## src/dbec_cfg.svh

```systemverilog
`ifndef DBEC_CFG_SVH
`define DBEC_CFG_SVH

// Register offsets as seen on the host register port
`define DBEC_ADDR_CFG 20'hffe00
`define DBEC_ADDR_SCR_LO 20'hffe40
`define DBEC_ADDR_SCR_HI 20'hffe42
`define DBEC_ADDR_BUSERR 20'hffe52
`define DBEC_ADDR_LOCKCTL 20'hffe7a
`define DBEC_ADDR_PXADDR 20'hffe7c
`define DBEC_ADDR_IRQSTS 20'hffe80
`define DBEC_ADDR_IRQMASK 20'hffe82

// Virtual register window
`define DBEC_CORE_BASE 20'hffe00
`define DBEC_VIRT_FIRST 20'h01000
`define DBEC_VIRT_LAST 20'h01060
`define DBEC_WIN_FIRST 16'hd000
`define DBEC_WIN_LAST 16'hd060

// Field positions
`define DBEC_BIT_CORE_EN 0
`define DBEC_BIT_DBG_CLK 3
`define DBEC_BIT_LOCK 15
`define DBEC_BIT_INVAL 14
`define DBEC_BIT_PAUSE 1
`define DBEC_BIT_CLEAR 0
`define DBEC_PMEM_MSB 30
`define DBEC_PMEM_LSB 16
`define DBEC_IRQ_LOCK 0
`define DBEC_IRQ_INVAL 1
`define DBEC_IRQ_WDOG 2

// Reset values
`define DBEC_RST_SCRATCH 16'h0000
`define DBEC_RST_BUSERR 24'h000000
`define DBEC_RST_PMEM 15'h0000
`define DBEC_RST_XMEM 16'h0000
`define DBEC_RST_IRQ 3'h0

`endif

```

## src/dbec_pkg.sv

```systemverilog
package dbec_pkg;

  // Register selected by an address decode
  typedef enum logic [3:0] {
    SEL_NONE = 4'h0,
    SEL_CFG = 4'h1,
    SEL_SCR_LO = 4'h2,
    SEL_SCR_HI = 4'h3,
    SEL_BUSERR = 4'h4,
    SEL_LOCKCTL = 4'h5,
    SEL_PXADDR = 4'h6,
    SEL_IRQSTS = 4'h7,
    SEL_IRQMASK = 4'h8
  } dbec_sel_t;

  // Core execution state as seen by the pause logic
  typedef enum logic [0:0] {
    ST_RUN = 1'b0,
    ST_HALT = 1'b1
  } dbec_run_t;

endpackage

```

## src/dbec_debug_capture.sv

```systemverilog
`timescale 1ns/10ps
`default_nettype none
`include "dbec_cfg.svh"

// What this block does
// - Four 16-bit scratch fields, two per word
// - Pass debug clock only while enable bit set
// - Locked write sets sticky lock flag
// - Undefined access sets sticky address flag
// - Writing one to clear bit clears both
// - First lock error captures program, data addresses
// - Program address is the prefetched one
// - Bus address frozen at first lock error
// - Otherwise bus address tracks latest invalid access
// - Bus address meaningless with both flags clear
// - Bus address recorded byte-referenced, twice register
// - Window access error records address zero
// - Pause bit halts core on lock error
// - Resume by clearing pause or cycling enable
// - Window decodes onto core registers, firmware only
// - Window sits at 0xD000 in data map
// - Bus error event on lock, invalid, watchdog
module dbec_debug_capture (
  // Clock and reset
  input wire logic clock_in,
  input wire logic reset_in,
  // Host register port
  input wire logic [19:0] reg_addr_in,
  input wire logic [31:0] reg_wdata_in,
  input wire logic reg_write_in,
  input wire logic reg_read_in,
  output logic [31:0] reg_rdata_out,
  // Core data bus, one request per cycle
  input wire logic dsp_req_in,
  input wire logic dsp_we_in,
  input wire logic [15:0] dsp_xaddr_in,
  input wire logic [31:0] dsp_wdata_in,
  input wire logic [22:0] dsp_reg_addr_in,
  input wire logic [14:0] dsp_pc_prefetch_in,
  input wire logic dsp_locked_in,
  input wire logic dsp_invalid_in,
  output logic [31:0] dsp_rdata_out,
  // Core control
  input wire logic watchdog_timeout_in,
  output logic dsp_halt_out,
  output logic core_enable_out,
  // Debug clock pin and gated copy
  input wire logic jtag_clock_in,
  output logic jtag_clock_core_out,
  // Events
  output logic bus_error_event_out,
  output logic irq_out
);

  // Register state
  logic dbg_en_q;
  logic core_en_q;
  logic [15:0] scratch_q [4];
  logic lock_q;
  logic inval_q;
  logic pause_q;
  logic [14:0] pmem_q;
  logic [15:0] xmem_q;
  logic [23:0] buserr_q;
  logic [2:0] irq_sts_q;
  logic [2:0] irq_mask_q;
  dbec_pkg::dbec_run_t run_q;
  dbec_pkg::dbec_run_t run_d;
  logic halt_q;
  logic [31:0] host_rdata_q;
  logic [31:0] dsp_rdata_q;
  logic jtag_meta_q;
  logic jtag_sync_q;
  logic jtag_gated_q;
  logic event_q;
  logic irq_q;

  // Address decode shared by both access paths
  function automatic dbec_pkg::dbec_sel_t decode(input logic [19:0] addr);
    dbec_pkg::dbec_sel_t sel;
    sel = dbec_pkg::SEL_NONE;
    unique case (addr)
      `DBEC_ADDR_CFG: sel = dbec_pkg::SEL_CFG;
      `DBEC_ADDR_SCR_LO: sel = dbec_pkg::SEL_SCR_LO;
      `DBEC_ADDR_SCR_HI: sel = dbec_pkg::SEL_SCR_HI;
      `DBEC_ADDR_BUSERR: sel = dbec_pkg::SEL_BUSERR;
      `DBEC_ADDR_LOCKCTL: sel = dbec_pkg::SEL_LOCKCTL;
      `DBEC_ADDR_PXADDR: sel = dbec_pkg::SEL_PXADDR;
      `DBEC_ADDR_IRQSTS: sel = dbec_pkg::SEL_IRQSTS;
      `DBEC_ADDR_IRQMASK: sel = dbec_pkg::SEL_IRQMASK;
      default: sel = dbec_pkg::SEL_NONE;
    endcase
    return sel;
  endfunction

  // Read view of every register; unmapped reads as zero
  function automatic logic [31:0] read_word(input dbec_pkg::dbec_sel_t sel);
    logic [31:0] w;
    w = 32'h0000_0000;
    unique case (sel)
      dbec_pkg::SEL_CFG: begin
        w[`DBEC_BIT_DBG_CLK] = dbg_en_q;
        w[`DBEC_BIT_CORE_EN] = core_en_q;
      end
      dbec_pkg::SEL_SCR_LO: w = {scratch_q[1], scratch_q[0]};
      dbec_pkg::SEL_SCR_HI: w = {scratch_q[3], scratch_q[2]};
      dbec_pkg::SEL_BUSERR: w = {8'h00, buserr_q};
      dbec_pkg::SEL_LOCKCTL: begin
        // Clear bit is a command and always reads zero
        w[`DBEC_BIT_LOCK] = lock_q;
        w[`DBEC_BIT_INVAL] = inval_q;
        w[`DBEC_BIT_PAUSE] = pause_q;
      end
      dbec_pkg::SEL_PXADDR: w = {1'b0, pmem_q, xmem_q};
      dbec_pkg::SEL_IRQSTS: w = {29'h0000_0000, irq_sts_q};
      dbec_pkg::SEL_IRQMASK: w = {29'h0000_0000, irq_mask_q};
      default: w = 32'h0000_0000;
    endcase
    return w;
  endfunction

  // Host side decode; the virtual range is not decoded here at all
  wire dbec_pkg::dbec_sel_t host_sel = decode(reg_addr_in);

  // Window hit in the core data map, firmware path only
  wire win_hit = dsp_req_in && (dsp_xaddr_in >= `DBEC_WIN_FIRST)
                 && (dsp_xaddr_in <= `DBEC_WIN_LAST);
  // Window offset lands on the matching core control register
  wire [19:0] win_reg_addr = `DBEC_CORE_BASE + {13'h0000, dsp_xaddr_in[6:0]};
  wire dbec_pkg::dbec_sel_t win_sel = decode(win_reg_addr);
  // Window offset with no register behind it
  wire win_bad = win_hit && (win_sel == dbec_pkg::SEL_NONE);
  wire win_wr = win_hit && dsp_we_in && !win_bad;

  // Single write port; a host write wins a same-cycle window write
  wire dbec_pkg::dbec_sel_t wr_sel = reg_write_in ? host_sel
                                   : (win_wr ? win_sel : dbec_pkg::SEL_NONE);
  wire [31:0] wr_data = reg_write_in ? reg_wdata_in : dsp_wdata_in;
  wire wr_cfg = (wr_sel == dbec_pkg::SEL_CFG);
  wire wr_lockctl = (wr_sel == dbec_pkg::SEL_LOCKCTL);
  wire wr_irqsts = (wr_sel == dbec_pkg::SEL_IRQSTS);
  wire wr_irqmask = (wr_sel == dbec_pkg::SEL_IRQMASK);

  // Error detection on the core bus
  wire lock_ev = dsp_req_in && dsp_we_in && dsp_locked_in && !win_hit;
  wire addr_ev = (dsp_req_in && dsp_invalid_in && !win_hit) || win_bad;
  wire clear_cmd = wr_lockctl && wr_data[`DBEC_BIT_CLEAR];
  // First lock capture stays frozen until cleared; a clear in the same
  // cycle as a new lock error lets the new one in
  wire lock_keep = lock_q && !clear_cmd;
  // Byte-referenced: register address shifted up by one, zero for window
  wire [23:0] fault_addr = win_bad ? 24'h000000 : {dsp_reg_addr_in, 1'b0};
  wire take_lock = lock_ev && !lock_keep;
  wire take_inval = addr_ev && !lock_ev && !lock_keep;
  wire [2:0] irq_set = {watchdog_timeout_in, addr_ev, lock_ev};

  // Scratch fields, one per 16-bit half of the two words
  for (genvar i = 0; i < 4; i++) begin : g_scratch
    localparam dbec_pkg::dbec_sel_t MY_SEL = (i < 2) ? dbec_pkg::SEL_SCR_LO
                                                      : dbec_pkg::SEL_SCR_HI;
    // Plain storage, no side effects from either master
    always_ff @(posedge clock_in) begin
      if (reset_in) begin
        scratch_q[i] <= `DBEC_RST_SCRATCH;
      end else if (wr_sel == MY_SEL) begin
        scratch_q[i] <= wr_data[16*(i%2) +: 16];
      end
    end
  end

  // Configuration: debug clock enable and core run enable
  always_ff @(posedge clock_in) begin
    if (reset_in) begin
      dbg_en_q <= 1'b0;
      core_en_q <= 1'b0;
    end else if (wr_cfg) begin
      dbg_en_q <= wr_data[`DBEC_BIT_DBG_CLK];
      core_en_q <= wr_data[`DBEC_BIT_CORE_EN];
    end
  end

  // Sticky error flags; the set beats a same-cycle clear
  always_ff @(posedge clock_in) begin
    if (reset_in) begin
      lock_q <= 1'b0;
      inval_q <= 1'b0;
    end else begin
      lock_q <= lock_ev || (lock_q && !clear_cmd);
      inval_q <= addr_ev || (inval_q && !clear_cmd);
    end
  end

  // Pause control bit
  always_ff @(posedge clock_in) begin
    if (reset_in) begin
      pause_q <= 1'b0;
    end else if (wr_lockctl) begin
      pause_q <= wr_data[`DBEC_BIT_PAUSE];
    end
  end

  // Program and data address capture for the first lock error
  always_ff @(posedge clock_in) begin
    if (reset_in) begin
      pmem_q <= `DBEC_RST_PMEM;
      xmem_q <= `DBEC_RST_XMEM;
    end else if (take_lock) begin
      pmem_q <= dsp_pc_prefetch_in;
      xmem_q <= dsp_xaddr_in;
    end
  end

  // Bus fault address; with both flags clear it keeps whatever it had,
  // which software must not trust
  always_ff @(posedge clock_in) begin
    if (reset_in) begin
      buserr_q <= `DBEC_RST_BUSERR;
    end else if (take_lock || take_inval) begin
      buserr_q <= fault_addr;
    end
  end

  // Interrupt status, write one to clear, set wins
  always_ff @(posedge clock_in) begin
    if (reset_in) begin
      irq_sts_q <= `DBEC_RST_IRQ;
    end else begin
      irq_sts_q <= irq_set | (irq_sts_q & ~(wr_irqsts ? wr_data[2:0] : 3'h0));
    end
  end

  // Interrupt mask
  always_ff @(posedge clock_in) begin
    if (reset_in) begin
      irq_mask_q <= `DBEC_RST_IRQ;
    end else if (wr_irqmask) begin
      irq_mask_q <= wr_data[2:0];
    end
  end

  // Pause state: halt on lock error, resume on pause clear or enable drop
  always_comb begin
    run_d = run_q;
    unique case (run_q)
      dbec_pkg::ST_RUN: begin
        if (lock_ev && pause_q && core_en_q) begin
          run_d = dbec_pkg::ST_HALT;
        end
      end
      dbec_pkg::ST_HALT: begin
        // Enable cleared means the core restarts once set again
        if (!pause_q || !core_en_q) begin
          run_d = dbec_pkg::ST_RUN;
        end
      end
    endcase
  end

  // State register and its registered halt copy
  always_ff @(posedge clock_in) begin
    if (reset_in) begin
      run_q <= dbec_pkg::ST_RUN;
      halt_q <= 1'b0;
    end else begin
      run_q <= run_d;
      halt_q <= (run_d == dbec_pkg::ST_HALT);
    end
  end

  // Read data, one cycle after the strobe; window reads only by firmware
  always_ff @(posedge clock_in) begin
    if (reset_in) begin
      host_rdata_q <= 32'h0000_0000;
      dsp_rdata_q <= 32'h0000_0000;
    end else begin
      host_rdata_q <= reg_read_in ? read_word(host_sel) : 32'h0000_0000;
      dsp_rdata_q <= (win_hit && !dsp_we_in) ? read_word(win_sel) : 32'h0000_0000;
    end
  end

  // Debug clock pin: two-stage synchroniser, then gate. Sampling limits the
  // passed clock to well under half the block clock.
  always_ff @(posedge clock_in) begin
    if (reset_in) begin
      jtag_meta_q <= 1'b0;
      jtag_sync_q <= 1'b0;
      jtag_gated_q <= 1'b0;
    end else begin
      jtag_meta_q <= jtag_clock_in;
      jtag_sync_q <= jtag_meta_q;
      jtag_gated_q <= jtag_sync_q && dbg_en_q;
    end
  end

  // Bus error event pulse and level interrupt
  always_ff @(posedge clock_in) begin
    if (reset_in) begin
      event_q <= 1'b0;
      irq_q <= 1'b0;
    end else begin
      event_q <= lock_ev || addr_ev || watchdog_timeout_in;
      irq_q <= |(irq_sts_q & irq_mask_q);
    end
  end

  // Outputs straight from flip-flops
  assign reg_rdata_out = host_rdata_q;
  assign dsp_rdata_out = dsp_rdata_q;
  assign dsp_halt_out = halt_q;
  assign core_enable_out = core_en_q;
  assign jtag_clock_core_out = jtag_gated_q;
  assign bus_error_event_out = event_q;
  assign irq_out = irq_q;
endmodule

`default_nettype wire

```

## config.mk

```make
export PLATFORM = sky130hd
export DESIGN_NAME = dbec_debug_capture
export DESIGN_NICKNAME = d
export VERILOG_FILES = /design/src/dbec_pkg.sv /design/src/dbec_debug_capture.sv
export VERILOG_INCLUDE_DIRS = /design/src
export SDC_FILE = /design/constraint.sdc
export NUM_CORES = 1
export LEC_CHECK = 0
export BUFFER_PORTS_ARGS = -buffer_cell sky130_fd_sc_hd__buf_2
export CORE_MARGIN = 1.5
export CORE_UTILIZATION = 45
export CTS_CLUSTER_SIZE = 12
export DETAILED_ROUTE_END_ITERATION = 10
export GPL_TIMING_DRIVEN = 0
export PLACE_DENSITY_LB_ADDON = 0.05
export SKIP_LAST_GASP = 1
export SYNTH_ARGS = -nofsm -noshare
export SYNTH_HDL_FRONTEND = slang
export SYNTH_SLANG_ARGS = --single-unit
```

## constraint.sdc

```tcl
create_clock -name clock_in -period 4 [get_ports clock_in]
set_input_delay 1 -clock clock_in [delete_from_list [all_inputs] [get_ports clock_in]]
set_output_delay 1 -clock clock_in [all_outputs]
set_load 0.05 [all_outputs]
```

==> out/qor.yml, run 1 <==
dpl-instance-area_um2: 10100
worst_pin_slew_ps: 1400
post-route-drc-count: 0
mostFrequentLayoutCells: "buf_2 (217), dfxtp_1 (135), a21oi_1 (81)"
viasPerCell: 5.95
dr.pass1.iters: 10
cts_setup_buffers: 0
skew_ps: 10.5
insertion_delay_ps: 440
p_leak_nw: 4.07
cts.clk_slew.worst_paths_ps: 70
hold_class: "flop to flop"
io_pins: 217
drtIter0Drc: 1049
antenna_found_initial: 0
cts_tree: "yes"
grt_pass1_vias: 7680
dieArea_um2: 20300
max_cap_violations: 0
muxShareOfSynthArea: 0.0449
fin_area_um2: 10700
clockBufferDepth: 2
grt_overflow_total: 0
slowest_delay_ps: 560
cts_htree_levels: 4
syn_inst: 863
end_kind: "flop"
cts_sinks: 199
synth_ff_type: "dfxtp_1"
synth-xor-area-share: 0
crit_chain: "clkbuf_1, nand2b_1, nor4_2, and2_1, clkbuf_1, o41a_1, nor4_1, clkbuf_2, or2_4"
drv_slew: 0
syn_area_um2: 8740
ant_nets: 0
syn_nets: 1011
async_reset_ff_frac: 0
coreArea_um2: 18900
path_class: "primary input to flop"
slowest_stage: "nor4_1"
yosysSeqAreaShare: 0.529
grt_usage: 0.288
yosys_warnings: 0
dp_worst_setup_slack_ps: -1000
powerDensity_nw_per_um2: 389
setup_viol: 0
required_ps: 4100
arrival_ps: 4000
portBuffers: 213
wl_per_cell_um: 21.5
rsz0062_at_grt: "true"
ys_ff_latch: 199
grt_first_pass_wirelength_mm: 43.2
synthSimpleGateAreaFrac: 0.187
maxSlewHeadroom: 0.0605
grt_max_degree: 33
crit_fanout: 16
fmax_ghz: 0.257
die_y_um: 142
hpwl_mm: 21.0
crit_top_cell: "clkbuf_1"
gp_congestion: 0.916
status: "complete, no violations"
die_w_um: 142
period_share: 0.974
vias: 8154
numCtsBuffers: 17
layout.nets: 1245
core.rowCount: 50
cp_top_family: "simple AND/OR/NAND/NOR gates"
synth_compound_area_frac: 0.204
initial_core_util: 0.463
syn_avg_cell_area_um2: 10.1
synth_top_family_by_area: "compound AO/OA/AOI/OAI gates"
nFillCells: 1726
hold_viol: 0
path_buf_inv: 3
min_period_ps: 3900
peakVddDrop_mv: 0.263
drt-total-wl_mm: 29.5
yosys.cell_types.count: 61
synth_edf_count: 64
setup.worst_path.start_class: "primary input"
drive_above_1_share: 0.242
setup_ws_ps: 103
antenna_cells: 0
synthAdderAreaFrac: 0
syn_to_final_growth_pct: 22.8
layout_commonest_cell: "buf_2"
cts_root_buf: "clkbuf_16"
==> where the power goes <==
group	switching, mW	internal (mW)
sequential	0.0424	2.14
clock	0.770	0.915
combinational	0.189	0.120
total	1.00	3.18
==> registers in the layout (all words and copies together) (netlist names), 3 cells and up <==
register / cells
buserr_q: 23
dsp_rdata_out: 32
irq_mask_q: 3
irq_sts_q: 3
pmem_q: 15
reg_rdata_out: 32
scratch_q: 64
xmem_q: 16
==> Yosys cell counts (3+ instances only) <==
library cell  instances  area, µm²
a211oi_1              5       37.5
a21oi_1              81        405
a222oi_1             59        591
a22o_1               23        201
a22oi_1              14        105
a31oi_1               5       31.3
a32oi_1               4       35.0
and2_1               60        375
and3_1                4       25.0
and4_1                4       35.0
buf_1                 4       15.0
buf_2                 4       20.0
clkbuf_1             58        218
dfxtp_1             135       2700
edfxtp_1             64       1920
inv_1                 6       22.5
mux2i_1              37        370
nand2_1              59        221
nand2b_1              7       43.8
nand3_1              40        200
nand4_1               4       25.0
nor2_1               78        293
nor2b_1               7       43.8
nor3_1               14       70.1
nor4_1                5       31.3
nor4_4                3       63.8
o21ai_0              32        160
or3_1                 4       25.0
==> metal layers <==
layer,part of all wire,up-vias,GRT usage
met5,0,-,0
met4,0.033,0,0.128
met3,0.11,68,0.0703
met2,0.46,507,0.462
met1,0.40,3815,0.368
li1,-,3764,-
==> what timing repair did <==
action | in CTS | in global routing
pin swaps | 1 | 0
resized for setup | 4 | 4
gates cloned | 1 | 1
hold buffers | 0 | 0
endpoints found under the setup margin | 64 | 58
==> final cells by class <==
class                           count  area [µm²]  share of cell area
Clock inverter                     10        97.6             0.00909
Tap cell                          260         325              0.0303
Sequential cell                   199        4620               0.431
Buffer                             69         285              0.0266
Multi-Input combinational cell    591        3840               0.358
Inverter                            6        22.5             0.00210
Clock buffer                       22         474              0.0442
Timing Repair Buffer              213        1070              0.0993
==> stage by stage <==
stage,utilization,std cells,TNS [ps],hold WS [ps],power [mW]
floorplan,-,863,0,403,2.37
global placement,0.536,1336,-60190,415,2.53
detailed placement,0.536,1336,-60430,415,2.53
CTS,0.568,1369,0,425,4.18
global route,0.568,1370,-33.3,440,4.30
finish,0.568,1370,0,425,4.18
==> cell families after synthesis <==
| group | count (synthesis) |
|---|---|
| AOI/OAI and AO/OA | 243 |
| buffers and inverters | 75 |
| DFF | 199 |
| muxes | 39 |
| and+or+nand+nor | 307 |
==> final timing paths <==
| kind | from | slack [ps] | cells past startpoint | to |
|---|---|---|---|---|
| setup / recovery | reg_addr_in[7] | 100 | 9 | scratch_q[2][2] |
| hold / removal | jtag_sync_q | 430 | 2 | jtag_clock_core_out |
| setup reg to reg | lock_q | 2010 | 4 | buserr_q[7] |
| hold reg to reg | jtag_sync_q | 430 | 2 | jtag_clock_core_out |
==> worst register-to-register path: cells and delay by family (launching register included) <==
family,cells,cell delay [ps]
AO/OA/AOI/OAI,3,1060
flip-flops,1,470
buffers and inverters,1,410
No activity file was read; power rests on OpenSTA's default activity.
==> run 2, diff against run 1 <==
Settings changed: ABC_AREA from default to 1.
==> out/qor.yml, run 2 <==
status: "complete, no violations"
p_switching_mw: 1.11  # +11%
skew_ps: 12.9  # +2.39 ps
drt-total-wl_mm: 31.5  # +6.7%
grt_first_pass_wirelength_mm: 47.6  # +10%
nFillCells: 1969  # +14%
yosysSeqAreaShare: 0.504  # -0.0255
hpwl_mm: 23.3  # +11%
grt_max_degree: 29  # -12%
hold_ws_ps: 410  # -14.9 ps
largest-register: "scratch_q"
crit_chain: "clkbuf_1, clkinv_1, clkbuf_1, clkbuf_1, o21ai_4, buf_12"
cts_root_buf: "clkbuf_16"
largest_reg_flops: 64  # unchanged
peakVddDrop_mv: 0.346  # +32%
end_kind: "flop"
min_period_ps: 3110  # -784 ps
mostFrequentLayoutCells: "nand2_1 (308), buf_2 (231), nor2_1 (193)"
final_cells: 1666  # +22%
drtIter0Drc: 824  # -21%
setup.worst_path.start_class: "primary input"
comb_power_share: 0.087  # +0.013
ant_nets: 0  # unchanged
die_y_um: 146  # +2.5%
die_w_um: 146  # +2.5%
fmax_ghz: 0.321  # +25%
layout_commonest_cell: "nand2_1"
arrival_ps: 3300  # -700 ps
vias: 8814  # +8.1%
seq_area_um2: 4620  # unchanged
layout.nets: 1531  # +23%
crit_top_cell: "clkbuf_1"
cts.clk_slew.worst_paths_ps: 70  # about the same
cts_tree: "yes"
grt_overflow_total: 0  # unchanged
viasPerCell: 5.29  # -11%
seq_power_share: 0.514  # -0.009
antenna_cells: 0  # unchanged
gp_congestion: 0.929  # +1.4%
p_clk_frac: 0.399  # -0.004
insertion_delay_ps: 440  # about the same
syn_area_um2: 9180  # +5.1%
slowest_delay_ps: 750  # +190 ps
drive_above_1_share: 0.217  # -0.0253
grt_pass1_vias: 8216  # +7.0%
dieArea_um2: 21300  # +5.0%
fin_util: 0.558  # -0.00996
holdBufCountCts: 0  # unchanged
hold_class: "flop to flop"
placed_cells: 1634  # +22%
cts_sinks: 199  # unchanged
io_pins: 217  # unchanged
numCtsBuffers: 17  # unchanged
cts_htree_levels: 4  # unchanged
synth_commonest_cells: "nand2_1 (309), nor2_1 (193), dfxtp_1 (135)"
path_buf_inv: 5  # +2
antenna_found_initial: 0  # unchanged
synth_most_common_cell: "nand2_1"
core.rowCount: 52  # +4.0%
period_share: 0.778  # -0.196
cp_top_family: "buffers and inverters"
ys_ff_latch: 199  # unchanged
dr.pass1.iters: 8  # -2
clockBufferDepth: 2  # unchanged
dp_worst_setup_slack_ps: 446  # +1450 ps
crit_fanout: 21  # +5
slowest_stage: "clkbuf_1"
yosys.cell_types.count: 41  # -33%
required_ps: 4180  # +80 ps
initial_core_util: 0.457  # -0.00584
wl_per_cell_um: 18.9  # -12%
maxSlewHeadroom: 0.130  # +0.0698
coreArea_um2: 20100  # +6.4%
p_leak_nw: 4.82  # +18%
post_cts_resized: 0  # -4
max_cap_violations: 0  # unchanged
synth_top_area_frac: 0.294  # -0.0149
syn_nets: 1295  # +28%
grt_usage: 0.298  # +0.0103
multiInputGateArea_um2: 3860  # +0.55%
cts_setup_buffers: 0  # unchanged
setup_ws_ps: 887  # +784 ps
syn_inst: 1147  # +33%
yosysTopAreaCell: "dfxtp_1"
hold_viol: 0  # unchanged
syn_to_final_growth_pct: 22.2
portBuffers: 215  # +0.94%
path_class: "primary input to flop"
powerDensity_nw_per_um2: 383  # -1.7%
syn_avg_cell_area_um2: 8.01  # -21%
synthTopCellsByArea: "dfxtp_1 (29%), edfxtp_1 (21%), nand2_1 (13%)"
fin_total_pwr_mw: 4.29  # +2.7%
async_reset_ff_frac: 0  # unchanged
r2r_cells: 5  # +1
hold_depth: 2  # unchanged
drv_slew: 0  # unchanged
switching_share: 0.259  # +0.0196
synth_edf_count: 64  # unchanged
synth_ff_type: "dfxtp_1"
rsz0062_at_grt: "false"
intPower_mw: 3.18  # about the same
worst_pin_slew_ps: 1300  # -93.9 ps
cp.depth: 6  # -3
post-route-drc-count: 0  # unchanged
setup_viol: 0  # unchanged
yosys_warnings: 0  # unchanged
run 2: cells by family (layout without fill, tap and decap cells):
kind of cell | count (synthesis) | count (layout) | synth area share
AND/OR/NAND/NOR | 592 | 592 | 0.269
multiplexers | 31 | 31 | 0.0338
AO/OA/AOI/OAI | 165 | 165 | 0.116
buffers and inverters | 160 | 409 | 0.0775
flip-flops | 199 | 199 | 0.504
run 2: routing by layer:
metal  routed length, µm  GRT usage  vias to the layer above
met5                   0          0                        -
met4                 559     0.0837                        0
met3                2550     0.0470                       41
met2               14500      0.479                      421
met1               13800      0.417                     4084
li1                    -          -                     4268
run 2: worst paths after layout:
kind / startpoint / to / slack (ps)
worst max-delay path: reset_in / scratch_q[2][9] / 890
worst min-delay path: jtag_meta_q / jtag_sync_q / 410
worst max register to register: lock_q / buserr_q[17] / 2710
worst min register to register: jtag_meta_q / jtag_sync_q / 410
run 2: per-stage QoR:
stage | TNS [ps] | cell area [µm²]
2_1_floorplan | 0 | 9180
3_3_place_gp | -63090 | 10600
3_5_place_dp | 0 | 10700
4_1_cts | 0 | 11200
5_1_grt | 0 | 11200
6_report | 0 | 11200
run 2: final cells by class:
class                           instances  share of cell area
Buffer                                 61              0.0303
Sequential cell                       199               0.412
Clock inverter                         14              0.0127
Clock buffer                           18              0.0382
Multi-Input combinational cell        788               0.344
Inverter                               99              0.0331
Timing Repair Buffer                  217              0.0994
Tap cell                              270              0.0301
run 2: power groups by stage:
stage / Combinational (mW) / Sequential [mW] / Clock (mW)
finish: 0.372 / 2.21 / 1.71
global route: 0.413 / 2.22 / 1.80
CTS: 0.371 / 2.21 / 1.71
detailed placement: 0.369 / 2.25 / 0
global placement: 0.360 / 2.25 / 0
floorplan: 0.207 / 2.24 / 0
run 2: tightest hold or removal path, delay by kind of cell, from the launching register on:
kind | cells | cell delay, ps
buffers and inverters | 1 | 40
flip-flops | 1 | 300
AND/OR/NAND/NOR | 1 | 30
==> run 3, diff against run 2 <==
Settings changed: ABC_AREA 1 to 0.
Clock period 4 ns to 2.74 ns, I/O delays scaled along.
==> out/qor.yml, run 3 (synthesis results as in run 1) <==
status: "finished with violations"
violations: "setup timing"
dpl-instance-area_um2: 10200  # -4.3%
io_pins: 217  # unchanged
coreArea_um2: 18900  # -6.0%
dieArea_um2: 20300  # -4.7%
cts.clk_slew.worst_paths_ps: 70  # about the same
vias: 8633  # -2.1%
drtIter0Drc: 1207  # +46%
fin_area_um2: 12000  # +7.2%
top_usage_layer: "met2"
layout_commonest_cell: "buf_2"
portBuffers: 213  # -0.93%
fin_util: 0.637  # +0.0783
use_met3: 0.0690  # +0.0220
period_share: 1.08
drv_slew: 0  # unchanged
maxSlewHeadroom: 0.408  # +0.277
crit_fanout: 7  # -67%
setup.worst_path.start_class: "primary input"
cts_sinks: 199  # unchanged
skew_ps: 7.55  # -5.34 ps
gp_congestion: 0.914  # -1.6%
insertion_delay_ps: 440  # about the same
peakVddDrop_mv: 0.405  # +17%
antenna_cells: 0  # unchanged
clockBufferDepth: 2  # unchanged
drt-total-wl_mm: 32.0  # +1.7%
largest_reg_flops: 64  # unchanged
numCtsBuffers: 17  # unchanged
ant_nets: 0  # unchanged
required_ps: 2890  # -1290 ps
end_kind: "flop"
cts_root_buf: "clkbuf_16"
setup_viol: 136  # +136
slowest_delay_ps: 410  # -340 ps
p_clk_frac: 0.396  # -0.003
grt_first_pass_wirelength_mm: 45.6  # -4.1%
antenna_found_initial: 0  # unchanged
grt_max_degree: 19  # -34%
initial_core_util: 0.463  # +0.00584
grt_overflow_total: 0  # unchanged
hold_ws_ps: 424  # +13.7 ps
slowest_stage: "or3_4"
p_switching_mw: 1.59  # +43%
grt_usage: 0.305  # +0.00672
cp_top_family: "simple AND/OR/NAND/NOR gates"
mostFrequentLayoutCells: "buf_2 (208), dfxtp_1 (135), nor2_1 (76)"
cts_tree: "yes"
layout.nets: 1297  # -15%
intPower_mw: 4.70  # +48%
path_buf_inv: 5  # unchanged
viasPerCell: 6.07  # +15%
syn_to_final_growth_pct: 37.6
arrival_ps: 3120  # -180 ps
largest-register: "scratch_q"
hold_class: "flop to flop"
seq_power_share: 0.508  # -0.006
fmax_ghz: 0.337
dr.pass1.iters: 7  # -1
max_cap_violations: 0  # unchanged
die_w_um: 142  # -2.4%
drive_above_1_share: 0.355  # +0.138
worst_pin_slew_ps: 889  # -416 ps
core.rowCount: 50  # -3.8%
setup_ws_ps: -231  # -1120 ps
path_class: "primary input to flop"
p_leak_nw: 4.64  # -3.6%
grt_pass1_vias: 7889  # -4.0%
min_period_ps: 2970
wl_per_cell_um: 22.5  # +19%
hold_viol: 0  # unchanged
comb_power_share: 0.096  # +0.009
grt_util_met1: 0.406  # -0.0112
gr-usage-met2: 0.481  # +0.00230
rsz0062_at_grt: "true"
die_y_um: 142  # -2.4%
crit_chain: "buf_2, or3_4, o22ai_1, nand3b_1, o32a_1, buf_4, nor4_4, clkbuf_8, buf_6, or2_4, buf_12"
cts_htree_levels: 4  # unchanged
post-route-drc-count: 0  # unchanged
hpwl_mm: 20.9  # -10%
powerDensity_nw_per_um2: 523  # +37%
switching_share: 0.252  # -0.00691
run 3: layout make-up:
class / instances / area (µm²)
fill: 1627 / 6870
sequential: 199 / 4620
multi-input combinational: 591 / 4220
timing repair buffer: 273 / 1890
clock buffer: 18 / 439
buffer: 61 / 360
tap: 260 / 325
clock inverter: 14 / 145
inverter: 6 / 22.5
run 3: repair_timing:
item,in CTS,in global routing
hold buffers,0,0
setup buffers,34,19
gates cloned,6,5
endpoints found under the setup margin,217,208
endpoints found under the hold margin,0,0
pin swaps,13,45
resized for setup,93,104
run 3: path summary, 6_finish.rpt:
check	slack, ps	endpoint	start	depth (start not counted)
worst min register to register	420	jtag_clock_core_out	jtag_sync_q	2
worst min-delay path	420	jtag_clock_core_out	jtag_sync_q	2
worst max register to register	1220	buserr_q[19]	lock_q	5
worst max-delay path	-230	scratch_q[2][6]	dsp_xaddr_in[3]	11
run 3: tightest hold or removal path: stages (launching register included):
cell and delay [ps]:
dfxtp_1 300, nand2_1 60, nor2_1 30
run 3: per-stage QoR:
step | cells | total power [mW] | setup slack, ps | setup TNS [ps]
after CTS | 1403 | 6.22 | -184 | -10810
after global routing | 1422 | 6.45 | -247 | -24720
after floorplan | 863 | 3.46 | -319 | -30220
after global placement | 1336 | 3.69 | -1130 | -188610
after detailed placement | 1336 | 3.70 | -1160 | -189710
final | 1422 | 6.29 | -231 | -18310
run 3: power groups by stage:
stage               logic, mW  registers, mW  clock network, mW
floorplan               0.222           3.24                  0
global placement        0.445           3.25                  0
detailed placement      0.445           3.25                  0
CTS                     0.537           3.18               2.50
global route            0.638           3.20               2.61
finish                  0.603           3.19               2.49
run 3: metal layers:
layer	wire (µm)	up-vias
met2	14800	579
met4	1060	0
met5	0	-
met3	3400	95
li1	-	3872
met1	12800	4087
